**src/rtl/clk_ratio_pkg.sv**
```systemverilog
/*
  constants for the clock ratio decoder: code fields, ratio encodings, mode selects.
  assumes ratios are carried in half-units (value x2) so 2.5 becomes 5.
*/
`default_nettype none
package clk_ratio_pkg;
  localparam int CODE_W = 7;
  localparam int LOW_W = 3;
  localparam int HIGH_W = 4;
  localparam int RATIO_W = 5;
  localparam int DIV_W = 4;
  // ratios in half steps
  localparam logic [RATIO_W-1:0] HALF_2 = 5'h04;
  localparam logic [RATIO_W-1:0] HALF_2P5 = 5'h05;
  localparam logic [RATIO_W-1:0] HALF_3 = 5'h06;
  localparam logic [RATIO_W-1:0] HALF_3P5 = 5'h07;
  localparam logic [RATIO_W-1:0] HALF_4 = 5'h08;
  localparam logic [RATIO_W-1:0] HALF_5 = 5'h0a;
  localparam logic [RATIO_W-1:0] HALF_6 = 5'h0c;
  localparam logic [RATIO_W-1:0] HALF_7 = 5'h0e;
  localparam logic [RATIO_W-1:0] HALF_8 = 5'h10;
  localparam logic [DIV_W-1:0] DIV_2 = 4'h2;
  localparam logic [DIV_W-1:0] DIV_3 = 4'h3;
  localparam logic [DIV_W-1:0] DIV_4 = 4'h4;
  localparam logic [DIV_W-1:0] DIV_5 = 4'h5;
  localparam logic [DIV_W-1:0] DIV_6 = 4'h6;
  localparam logic [LOW_W-1:0] LOW_LAST = 3'h4;
  localparam logic [HIGH_W-1:0] H_3 = 4'h3;
  localparam logic [HIGH_W-1:0] H_4 = 4'h4;
  localparam logic [HIGH_W-1:0] H_5 = 4'h5;
  localparam logic [HIGH_W-1:0] H_6 = 4'h6;
  localparam logic [HIGH_W-1:0] H_7 = 4'h7;
  localparam logic [HIGH_W-1:0] H_8 = 4'h8;
  localparam logic [HIGH_W-1:0] H_9 = 4'h9;
  localparam logic [HIGH_W-1:0] H_A = 4'ha;
  localparam logic [HIGH_W-1:0] H_B = 4'hb;
  localparam logic [CODE_W-1:0] GEN_6_FIRST = 7'h1c;
  localparam logic [CODE_W-1:0] GEN_6_LAST = 7'h20;
  localparam logic [CODE_W-1:0] GEN_2_FIRST = 7'h2d;
  localparam logic [CODE_W-1:0] GEN_2_LAST = 7'h32;
  localparam logic [CODE_W-1:0] GEN_25_FIRST = 7'h33;
  localparam logic [CODE_W-1:0] GEN_25_LAST = 7'h38;
  localparam logic [CODE_W-1:0] LOWREF_5_FIRST = 7'h1a;
  localparam logic [CODE_W-1:0] LOWREF_5_LAST = 7'h1b;
  localparam logic [CODE_W-1:0] LOWREF_6_FIRST = 7'h20;
  localparam logic [CODE_W-1:0] LOWREF_6_LAST = 7'h23;
endpackage : clk_ratio_pkg
`default_nettype wire

```
**src/rtl/ratio_cfg_if.sv**
```systemverilog
/*
  carrier between the top and the decode table: code in, ratios out.
  assumes both ends share ref_clk; the table is registered.
*/
`timescale 1ns/1ps
`default_nettype none
interface ratio_cfg_if;
  logic [clk_ratio_pkg::CODE_W-1:0] code;
  logic host_mode;
  logic halve;
  logic [clk_ratio_pkg::RATIO_W-1:0] comm_mult;
  logic [clk_ratio_pkg::RATIO_W-1:0] core_mult;
  logic [clk_ratio_pkg::DIV_W-1:0] pci_div;
  logic valid;
  modport top (output code, output host_mode, output halve,
    input comm_mult, input core_mult, input pci_div, input valid);
  modport table_end (input code, input host_mode, input halve,
    output comm_mult, output core_mult, output pci_div, output valid);
endinterface : ratio_cfg_if
`default_nettype wire

```
**src/rtl/clock_mode_ratio_decoder.sv**
```systemverilog
/*
  top of the clock ratio decoder: samples the straps during reset and holds ratios.
  assumes straps are synchronous to ref_clk and steady around reset release.
*/
`timescale 1ns/1ps
`default_nettype none
// What this block does
// - host codes 0101_000..100: comm 2, core 2.5..4.5, pci div 2 or 4.
// - host codes 0110_000..100: comm 2.5, core 2.5..4.5, pci div 3 or 6.
// - host codes 0111_000..100: comm 3, core 2.5..4.5, pci div 3 or 6.
// - host codes 1000_000..100: comm 3, core 2.5..4.5, pci div 4 or 8.
// - host codes 1001_000..100: comm 3.5, core 2.5..4.5, pci div 4 or 8.
// - host codes 1010_000..100: comm 2, core 2..4, pci div 3 or 6.
// - host codes 1011_000..100: comm 2.5, core 2..4, pci div 4 or 8.
// - host codes 0011_010/011: comm 5, core 7 or 8, pci div 5.
// - halving strap high doubles the host pci divider, except on the low-reference codes 0011_010/011 and 0100_000..011.
// - general codes 0011_100..0100_000: comm 6, core 4..8.
// - general codes 0100_001..0101_100 are reserved, no valid ratio.
// - general codes 0101_101..0110_010: comm 2, core 2..4.5.
// - general codes 0110_011..0111_000: comm 2.5, core 2..4.5.
module clock_mode_ratio_decoder (
  input wire logic ref_clk,
  input wire logic sys_rst,
  input wire logic clk_en,
  input wire logic [clk_ratio_pkg::HIGH_W-1:0] clock_cfg_high,
  input wire logic [clk_ratio_pkg::LOW_W-1:0] clock_cfg_low,
  input wire logic pci_halving_strap,
  input wire logic pci_host_mode,
  output logic [clk_ratio_pkg::RATIO_W-1:0] comm_engine_mult_r,
  output logic [clk_ratio_pkg::RATIO_W-1:0] core_mult_r,
  output logic [clk_ratio_pkg::DIV_W-1:0] pci_div_r,
  output logic ratio_valid_r,
  output logic ratio_ready_r
);
  typedef enum logic [1:0] {SAMPLING, SETTLE, HOLD} phase_t;

  typedef struct packed {
    phase_t phase;
    logic [clk_ratio_pkg::CODE_W-1:0] code;
    logic host;
    logic halve;
    logic [clk_ratio_pkg::RATIO_W-1:0] comm;
    logic [clk_ratio_pkg::RATIO_W-1:0] core;
    logic [clk_ratio_pkg::DIV_W-1:0] div;
    logic valid;
    logic ready;
  } top_state_t;

  top_state_t st_r;
  top_state_t st_nxt;
  ratio_cfg_if cfg ();

  assign cfg.code = st_r.code;
  assign cfg.host_mode = st_r.host;
  assign cfg.halve = st_r.halve;

  ratio_table u_table (
    .ref_clk(ref_clk),
    .sys_rst(sys_rst),
    .clk_en(clk_en),
    .cfg(cfg)
  );

  always_comb begin
    st_nxt = st_r;
    case (st_r.phase)
      SAMPLING: begin
        // first cycle after release: straps were caught during reset, now look up
        st_nxt.phase = SETTLE;
      end
      SETTLE: begin
        st_nxt.phase = HOLD;
        st_nxt.comm = cfg.comm_mult;
        st_nxt.core = cfg.core_mult;
        st_nxt.div = cfg.pci_div;
        st_nxt.valid = cfg.valid;
        st_nxt.ready = 1'b1;
      end
      HOLD: st_nxt.phase = HOLD;
      default: st_nxt.phase = SAMPLING;
    endcase
  end

  // straps are caught by the clock while reset is held, never by the reset itself
  always_ff @(posedge ref_clk) begin
    if (sys_rst) begin
      st_r.phase <= SAMPLING;
      st_r.code <= {clock_cfg_high, clock_cfg_low};
      st_r.host <= pci_host_mode;
      st_r.halve <= pci_halving_strap;
      st_r.comm <= '0;
      st_r.core <= '0;
      st_r.div <= '0;
      st_r.valid <= 1'b0;
      st_r.ready <= 1'b0;
    end else if (clk_en) begin
      st_r <= st_nxt;
    end
  end

  assign comm_engine_mult_r = st_r.comm;
  assign core_mult_r = st_r.core;
  assign pci_div_r = st_r.div;
  assign ratio_valid_r = st_r.valid;
  assign ratio_ready_r = st_r.ready;
endmodule : clock_mode_ratio_decoder
`default_nettype wire

```
**src/rtl/ratio_table.sv**
```systemverilog
/*
  registered lookup of clock ratios from the seven-bit configuration code.
  assumes code and mode are steady while they are looked up; output lags one cycle.
*/
`timescale 1ns/1ps
`default_nettype none
module ratio_table (
  input wire logic ref_clk,
  input wire logic sys_rst,
  input wire logic clk_en,
  ratio_cfg_if.table_end cfg
);
  typedef struct packed {
    logic [clk_ratio_pkg::RATIO_W-1:0] comm;
    logic [clk_ratio_pkg::RATIO_W-1:0] core;
    logic [clk_ratio_pkg::DIV_W-1:0] div;
    logic valid;
  } table_state_t;

  table_state_t st_r;
  table_state_t st_nxt;
  logic [clk_ratio_pkg::HIGH_W-1:0] hi;
  logic [clk_ratio_pkg::LOW_W-1:0] lo;

  // core ratio climbing in half steps from a base
  function automatic logic [clk_ratio_pkg::RATIO_W-1:0] step_up(
    input logic [clk_ratio_pkg::RATIO_W-1:0] base, input logic [clk_ratio_pkg::CODE_W-1:0] idx);
    step_up = base + idx[clk_ratio_pkg::RATIO_W-1:0];
  endfunction : step_up

  // whole-number core ratio stepping by one
  function automatic logic [clk_ratio_pkg::RATIO_W-1:0] step_whole(
    input logic [clk_ratio_pkg::RATIO_W-1:0] base, input logic [clk_ratio_pkg::CODE_W-1:0] idx);
    step_whole = base + {idx[clk_ratio_pkg::RATIO_W-2:0], 1'b0};
  endfunction : step_whole

  assign hi = cfg.code[clk_ratio_pkg::CODE_W-1:clk_ratio_pkg::LOW_W];
  assign lo = cfg.code[clk_ratio_pkg::LOW_W-1:0];

  always_comb begin
    st_nxt = '0;
    if (cfg.host_mode) begin
      if (lo <= clk_ratio_pkg::LOW_LAST) begin
        st_nxt.valid = 1'b1;
        case (hi)
          clk_ratio_pkg::H_5: begin
            st_nxt.comm = clk_ratio_pkg::HALF_2;
            st_nxt.core = step_up(clk_ratio_pkg::HALF_2P5, {4'h0, lo});
            st_nxt.div = clk_ratio_pkg::DIV_2;
          end
          clk_ratio_pkg::H_6: begin
            st_nxt.comm = clk_ratio_pkg::HALF_2P5;
            st_nxt.core = step_up(clk_ratio_pkg::HALF_2P5, {4'h0, lo});
            st_nxt.div = clk_ratio_pkg::DIV_3;
          end
          clk_ratio_pkg::H_7: begin
            st_nxt.comm = clk_ratio_pkg::HALF_3;
            st_nxt.core = step_up(clk_ratio_pkg::HALF_2P5, {4'h0, lo});
            st_nxt.div = clk_ratio_pkg::DIV_3;
          end
          clk_ratio_pkg::H_8: begin
            st_nxt.comm = clk_ratio_pkg::HALF_3;
            st_nxt.core = step_up(clk_ratio_pkg::HALF_2P5, {4'h0, lo});
            st_nxt.div = clk_ratio_pkg::DIV_4;
          end
          clk_ratio_pkg::H_9: begin
            st_nxt.comm = clk_ratio_pkg::HALF_3P5;
            st_nxt.core = step_up(clk_ratio_pkg::HALF_2P5, {4'h0, lo});
            st_nxt.div = clk_ratio_pkg::DIV_4;
          end
          clk_ratio_pkg::H_A: begin
            st_nxt.comm = clk_ratio_pkg::HALF_2;
            st_nxt.core = step_up(clk_ratio_pkg::HALF_2, {4'h0, lo});
            st_nxt.div = clk_ratio_pkg::DIV_3;
          end
          clk_ratio_pkg::H_B: begin
            st_nxt.comm = clk_ratio_pkg::HALF_2P5;
            st_nxt.core = step_up(clk_ratio_pkg::HALF_2, {4'h0, lo});
            st_nxt.div = clk_ratio_pkg::DIV_4;
          end
          default: st_nxt.valid = 1'b0;
        endcase
      end
      if (cfg.code >= clk_ratio_pkg::LOWREF_5_FIRST && cfg.code <= clk_ratio_pkg::LOWREF_5_LAST) begin
        st_nxt.valid = 1'b1;
        st_nxt.comm = clk_ratio_pkg::HALF_5;
        st_nxt.core = step_whole(clk_ratio_pkg::HALF_7, cfg.code - clk_ratio_pkg::LOWREF_5_FIRST);
        st_nxt.div = clk_ratio_pkg::DIV_5;
      end
      if (cfg.code >= clk_ratio_pkg::LOWREF_6_FIRST && cfg.code <= clk_ratio_pkg::LOWREF_6_LAST) begin
        st_nxt.valid = 1'b1;
        st_nxt.comm = clk_ratio_pkg::HALF_6;
        st_nxt.core = step_whole(clk_ratio_pkg::HALF_5, cfg.code - clk_ratio_pkg::LOWREF_6_FIRST);
        st_nxt.div = clk_ratio_pkg::DIV_6;
      end
      // the low-reference codes have a fixed divider; a raised strap there is
      // the board's fault and the divider stays as is
      if (cfg.halve && st_nxt.comm != clk_ratio_pkg::HALF_5
          && st_nxt.comm != clk_ratio_pkg::HALF_6) begin
        st_nxt.div = {st_nxt.div[clk_ratio_pkg::DIV_W-2:0], 1'b0};
      end
    end else begin
      // general set: no PCI divider, everything outside the listed spans is invalid
      if (cfg.code >= clk_ratio_pkg::GEN_6_FIRST && cfg.code <= clk_ratio_pkg::GEN_6_LAST) begin
        st_nxt.valid = 1'b1;
        st_nxt.comm = clk_ratio_pkg::HALF_6;
        st_nxt.core = step_whole(clk_ratio_pkg::HALF_4, cfg.code - clk_ratio_pkg::GEN_6_FIRST);
      end else if (cfg.code >= clk_ratio_pkg::GEN_2_FIRST
                   && cfg.code <= clk_ratio_pkg::GEN_2_LAST) begin
        st_nxt.valid = 1'b1;
        st_nxt.comm = clk_ratio_pkg::HALF_2;
        st_nxt.core = step_up(clk_ratio_pkg::HALF_2, cfg.code - clk_ratio_pkg::GEN_2_FIRST);
      end else if (cfg.code >= clk_ratio_pkg::GEN_25_FIRST
                   && cfg.code <= clk_ratio_pkg::GEN_25_LAST) begin
        st_nxt.valid = 1'b1;
        st_nxt.comm = clk_ratio_pkg::HALF_2P5;
        st_nxt.core = step_up(clk_ratio_pkg::HALF_2, cfg.code - clk_ratio_pkg::GEN_25_FIRST);
      end
    end
  end

  always_ff @(posedge ref_clk) begin
    if (sys_rst) begin
      st_r <= '0;
    end else if (clk_en) begin
      st_r <= st_nxt;
    end
  end

  assign cfg.comm_mult = st_r.comm;
  assign cfg.core_mult = st_r.core;
  assign cfg.pci_div = st_r.div;
  assign cfg.valid = st_r.valid;
endmodule : ratio_table
`default_nettype wire

```
**config.mk**
```make
export PLATFORM = sky130hd
export DESIGN_NAME = clock_mode_ratio_decoder
export DESIGN_NICKNAME = d
export VERILOG_FILES = /design/src/rtl/clk_ratio_pkg.sv /design/src/rtl/ratio_cfg_if.sv /design/src/rtl/clock_mode_ratio_decoder.sv /design/src/rtl/ratio_table.sv
export SDC_FILE = /design/constraint.sdc
export NUM_CORES = 1
export LEC_CHECK = 0
export BUFFER_PORTS_ARGS = -buffer_cell sky130_fd_sc_hd__buf_4
export CAP_MARGIN = 20
export CORE_ASPECT_RATIO = 1.75
export CORE_MARGIN = 3
export CORE_UTILIZATION = 31
export CTS_CLUSTER_DIAMETER = 50
export DETAILED_ROUTE_END_ITERATION = 8
export SYNTH_ARGS = -nofsm -noshare
export SYNTH_HDL_FRONTEND = slang
export SYNTH_SLANG_ARGS = --single-unit
```
**constraint.sdc**
```tcl
create_clock -name ref_clk -period 3.25 [get_ports ref_clk]
set_clock_uncertainty 0.1 [all_clocks]
set_input_delay 0.65 -clock ref_clk [delete_from_list [all_inputs] [get_ports ref_clk]]
set_output_delay 0.65 -clock ref_clk [all_outputs]
set_load 0.05 [all_outputs]
```
# After elaboration in Yosys (flattened, before gate mapping)
# Index checks and enable logic that the tools add are counted.
[classes]
n_reduce_logical = 11
n_eq_ne = 11
magnitude_cmp = 11
muxes = 20
add_sub_neg = 12
[op_table]
columns = ["cell", "n"]
rows = [
  ["$pmux W12 S7", 1],
  ["$mux W15", 4],
  ["$mux W16", 2],
  ["$mux W10", 3],
  ["$le A7 B6 Y1 const B", 4],
  ["$mux W25", 1],
  ["$ge A7 B6 Y1 const B", 3],
  ["$eq A4 B4 Y1 const B", 4],
  ["$add A4 B5 Y5 const A", 3],
  ["$ge A7 B5 Y1 const B", 2],
  ["$eq A4 B3 Y1 const B", 3],
  ["$add A3 B5 Y5 const A", 2],
  ["$ne A5 B4 Y1 const B", 2],
  ["$add A3 B3 Y4 const A", 2],
  ["$mux W4", 2],
  ["$mux W8", 1],
  ["$sub A4 B4 Y4 const B", 2],
  ["$le A7 B5 Y1 const B", 1],
  ["$logic_and A1 B1 Y1", 7],
  ["$reduce_or A7 Y1", 1],
  ["$mux W1", 5],
  ["$sub A5 B4 Y5 const B", 1],
  ["$sub A5 B5 Y5 const B", 1],
  ["$pmux W2 S2", 1],
  ["7 further kinds", 7],
]
[word_totals]
wordCells = 78
in_bits = 12
ff_bits = 42
output_inout_bits = 16

# Depth between registers and ports, before layout
[logic_depth]
word_depth = 12
ltp_mapped = 10

# Modules after synthesis
# A second synthesis with hierarchy kept.
[unflattened]
hier_cells = 323
hier_area_um2 = 2877.8
[modules_own_cells]
columns = ["mod", "instances", "area_per_inst_um2", "cells_each"]
rows = [
  ["ratio_table", 1, 1600.3, 208],
  ["clock_mode_ratio_decoder", 1, 1277.5, 115],
]

# Least setup slack after synthesis
# Ideal clock, no wire load.
[synth_timing]
path_kind = "register to register"
startpoint = "register, netlist name cfg.code[2]"
endpoint = "register u_table.st_r (netlist bit u_table.cfg.core_mult[1])"
n_path_buf = 1
arrival_time_ns = 2.286
synth_period_minus_slack_ns = 2.465
stages_incl_launch_ff = 10
setup_ns = 0.079
path_slack_ns = 0.785
path_cell_list = "edfxtp_1 buf_2 inv_1 ha_1 or3b_1 a221o_1 a31o_1 mux2i_1 a21oi_1 a211oi_2"
[synth_via]
elab_chain_len = 6
[synth_lines]
columns = ["element", "line_no", "source"]
rows = [
  ["$ge A7 B6 Y1, or another cell as far along", "ratio_table.sv:113", "end else if (cfg.code >= clk_ratio_pkg::GEN_25_FIRST"],
  ["$logic_and A1 B1 Y1, or another cell as far along", "ratio_table.sv:114", "&& cfg.code <= clk_ratio_pkg::GEN_25_LAST) begin"],
  ["$mux W8 / $mux W15 (equally long branches)", "ratio_table.sv:113, ratio_table.sv:84", ""],
  ["$mux W10 / $mux W15 (equally long branches)", "ratio_table.sv:108, ratio_table.sv:90", ""],
  ["$mux W10 / $mux W15 (equally long branches)", "ratio_table.sv:104, ratio_table.sv:42", ""],
  ["$mux W10 *", "ratio_table.sv:42", "if (cfg.host_mode) begin"],
  ["end signal, assigned", "ratio_table.sv:126", "st_r <= st_nxt;"],
  ["end, declared", "ratio_table.sv:20", "table_state_t st_r;"],
]
# Mark *: on every way between the ends. The rest lies on a longest branch, timed or not. The select of a mux whose other input is x is not followed.
# A chain may end at the register's enable or synchronous reset.

# Worst setup path in the final report
[layout_timing]
startpoint = "register, netlist name cfg.code[2]"
endpoint = "register u_table.st_r (netlist bit u_table.cfg.core_mult[1])"
[layout_via]
elab_chain_len = 6
[layout_lines]
columns = ["element", "line_no"]
rows = [
  ["$ge A7 B6 Y1, or another cell as far along", "ratio_table.sv:113"],
  ["$logic_and A1 B1 Y1, or another cell as far along", "ratio_table.sv:114"],
  ["$mux W8 / $mux W15 (equally long branches)", "ratio_table.sv:113, ratio_table.sv:84"],
  ["$mux W10 / $mux W15 (equally long branches)", "ratio_table.sv:108, ratio_table.sv:90"],
  ["$mux W10 / $mux W15 (equally long branches)", "ratio_table.sv:104, ratio_table.sv:42"],
  ["$mux W10 *", "ratio_table.sv:42"],
]
# Marked as above.

==> qor.yml <==
clock_tree:
  cts_max_level: 2
  cts_resized: 0
  root_buffer: "clkbuf_16"
  clk_pin_slew_ns: 0.06
  clockBufferDepth: 2
  clock-sinks: 40
  postCtsHoldBufs: 0
  postCtsSetupRepairBufs: 0
  cts_buffers: 5
  cts_tree: "yes"
  insertion_delay_ns: 0.29
min_path:
  min_from: "u_table.cfg.pci_div[1]$_SDFFE_PP0P_"
  min_to: "pci_div_r[1]$_SDFFE_PP0P_"
  hold_depth: 2
  worst_hold_path_type: "flop to flop"
pwr:
  p_seq_frac: 0.417
  power.total_uw: 1360
  swShare: 0.296
  power_density_nw_per_um2: 475
  p_leak_uw: 0.00112
  p_comb_frac: 0.184
  p_sw_uw: 403
  vdd_drop_max_mv: 0.301
  pwr-share-clk: 0.400
  internal-power_uw: 960
grt:
  grt_pass1_vias: 2050
  grt_first_pass_wirelength_um: 10300
  grt_max_degree: 50
  track_usage: 0.142
  antenna_found_initial: 0
  grt_overflow: 0
finish:
  ff_latch_area_um2: 891
  num_antenna_cells: 0
  fin_area_um2: 2870
  multi_input_area_um2: 1440
  layout-drive-gt1-share: 0.132
  final_nets: 344
  fillCellCount: 853
  area_growth_pct: 12.0
route:
  vias: 2189
  dr.pass1.iters: 4
  drt_iter0_markers: 92
  drc: 0
  drt-total-wl_um: 6250
  via_per_inst: 5.37
  wire_per_inst_um: 15.3
  ant_nets: 0
setup_path:
  worst-path-max-fanout: 7
  start_kind: "flop"
  regToRegEndpoint: "u_table.cfg.core_mult[1]$_SDFFE_PP0P_"
  arrival_ns: 2.63
  regToRegSetupSlack_ns: 0.73
  crit_type: "flop to flop"
  r2r.worst_path.cells: 8
  crit_path_start: "cfg.code[2]$_DFFE_PP_"
  r2r-start: "cfg.code[2]$_DFFE_PP_"
  endpoint_kind: "flop"
  crit_required_ns: 3.36
placement:
  place_congestion: 0.986
  numPortBuffers: 26
  placed_area_um2: 2710
  place_hpwl_um: 4650
sta:
  max_freq_mhz: 397
  hold_viol_final: 0
  post-route-min-period_ns: 2.52
  timing.slew.headroom: 0.525
  rsz0062_at_grt: "false"
  setup_tns_ns: 0
  finalCritPeriodShare: 0.774
  slew_viol_final: 0
  setup_viol: 0
  worst_pin_slew_ns: 0.713
  hold_slack_ns: 0.353
synth:
  ys_ff_latch: 40
  yosys_warnings: 0
  avgSynthCellArea_um2: 8.16
  async_flop_share: 0
  ys.flop_type: "dfxtp_1"
  syn-cell-area_um2: 2560
  yosysSeqAreaShare: 0.348
  synth_cell_types: 54
  synth_cells: 314
  synth_enable_flop_cells: 9
  synth_nets: 341
floorplanning:
  rows: 43
  die_h_um: 126
  pin_count: 28
  core-area_um2: 7960
  die_area_um2: 9440
  initial_core_util: 0.322
  die_w_um: 74.7
run_status:
  status: "finished, final reports clean"
job:
  drv_cap: 0
## worst max path at each step
stage / cells after the start / slack, ns / endpoint
after floorplan: 9 / 0.78 / u_table.cfg.core_mult[1]$_SDFFE_PP0P_
after global placement: 8 / 0.76 / u_table.cfg.core_mult[1]$_SDFFE_PP0P_
after detailed placement: 8 / 0.76 / u_table.cfg.core_mult[1]$_SDFFE_PP0P_
after CTS: 8 / 0.73 / u_table.cfg.core_mult[1]$_SDFFE_PP0P_
after global routing: 8 / 0.57 / u_table.cfg.core_mult[1]$_SDFFE_PP0P_
final: 8 / 0.73 / u_table.cfg.core_mult[1]$_SDFFE_PP0P_
## layout make-up
| cell class | count | share of cell area |
|---|---|---|
| Multi-Input combinational cell | 229 | 0.503 |
| Timing Repair Buffer | 29 | 0.0759 |
| Inverter | 12 | 0.0157 |
| Tap cell | 90 | 0.0392 |
| Sequential cell | 40 | 0.310 |
| Clock buffer | 6 | 0.0523 |
| Clock inverter | 2 | 0.00392 |
## layout by cell type (no fill, tap or decap), types with 3 or more instances in the layout
cell type  count
nand2_1       38
a21oi_1       36
dfxtp_1       31
buf_4         29
nor2_1        21
ha_1          15
and2_1        14
inv_1         12
nand3_1       12
nand2b_1       9
edfxtp_1       9
o21ai_0        6
clkbuf_16      6
nor2b_1        5
o21ai_1        4
a21boi_0       4
a311oi_1       4
xnor2_1        4
mux2i_1        4
a211oi_1       3
nand4_1        3
xor2_1         3
o211ai_1       3
o22ai_1        3
## Yosys cell counts, drive strengths merged, types with 5 or more instances
cell type  instances  area (um^2)
a211oi             5         47.5
a21oi             36          180
and2              14         87.6
buf               22          143
clkbuf            11         41.3
dfxtp             31          621
edfxtp             9          270
ha                15          188
inv               12         45.0
nand2             38          143
nand2b             9         56.3
nand3             12         60.1
nor2              21         78.8
nor2b              6         40.0
o21ai             10         50.1
## state kept, by name, indices dropped and copies added (netlist names)
name and flops:
cfg.code 7, cfg.halve 1, cfg.host_mode 1, comm_engine_mult_r 4
core_mult_r 5, pci_div_r 4, ratio_ready_r 1, ratio_valid_r 1
st_r 2, u_table.cfg.comm_mult 4, u_table.cfg.core_mult 5, u_table.cfg.pci_div 4
u_table.cfg.valid 1
## per-layer routing
layer  share of wire  wire [um]  vias up  GRT usage
met5               0          0        -          0
met4           0.041        254        0     0.0776
met3           0.038        236       16     0.0288
met2            0.54       3360       64      0.250
met1            0.38       2400     1012      0.152
li1                -          -     1097          -
## stage by stage
step	instances	utilization	worst slack, ns
2_1_floorplan	314	-	0.785
3_3_place_gp	400	0.340	0.760
3_5_place_dp	400	0.340	0.756
4_1_cts	408	0.360	0.734
5_1_grt	408	0.360	0.575
6_report	408	0.360	0.733
## cell families (layout without fill, tap and decap cells)
group / Yosys count / after routing / share of synthesized area
xor gates and xnor gates: 7 / 7 / 0.0239
adders and majority gates: 15 / 15 / 0.0732
AOI/OAI and AO/OA: 86 / 86 / 0.220
muxes: 4 / 4 / 0.0156
DFF: 40 / 40 / 0.348
and+or+nand+nor: 116 / 116 / 0.229
other: 1 / 1 / 0.00146
buffers and inverters: 45 / 49 / 0.0894
## worst max-delay path, cell delays in order, from the launching register on
cell	delay [ns]
edfxtp_1	0.39
inv_1	0.23
ha_1	0.24
or3b_1	0.37
a221o_1	0.37
a31o_1	0.24
mux2i_1	0.17
a21oi_1	0.11
a211oi_2	0.22
## power by group through the flow
stage	Clock [uW]	Combinational, uW	Sequential (uW)
3_5_place_dp	0	249	578
3_3_place_gp	0	252	577
2_1_floorplan	0	195	563
5_1_grt	574	277	572
4_1_cts	554	250	568
6_report	545	251	568
Note: power is estimated with default switching activity, not from simulation.
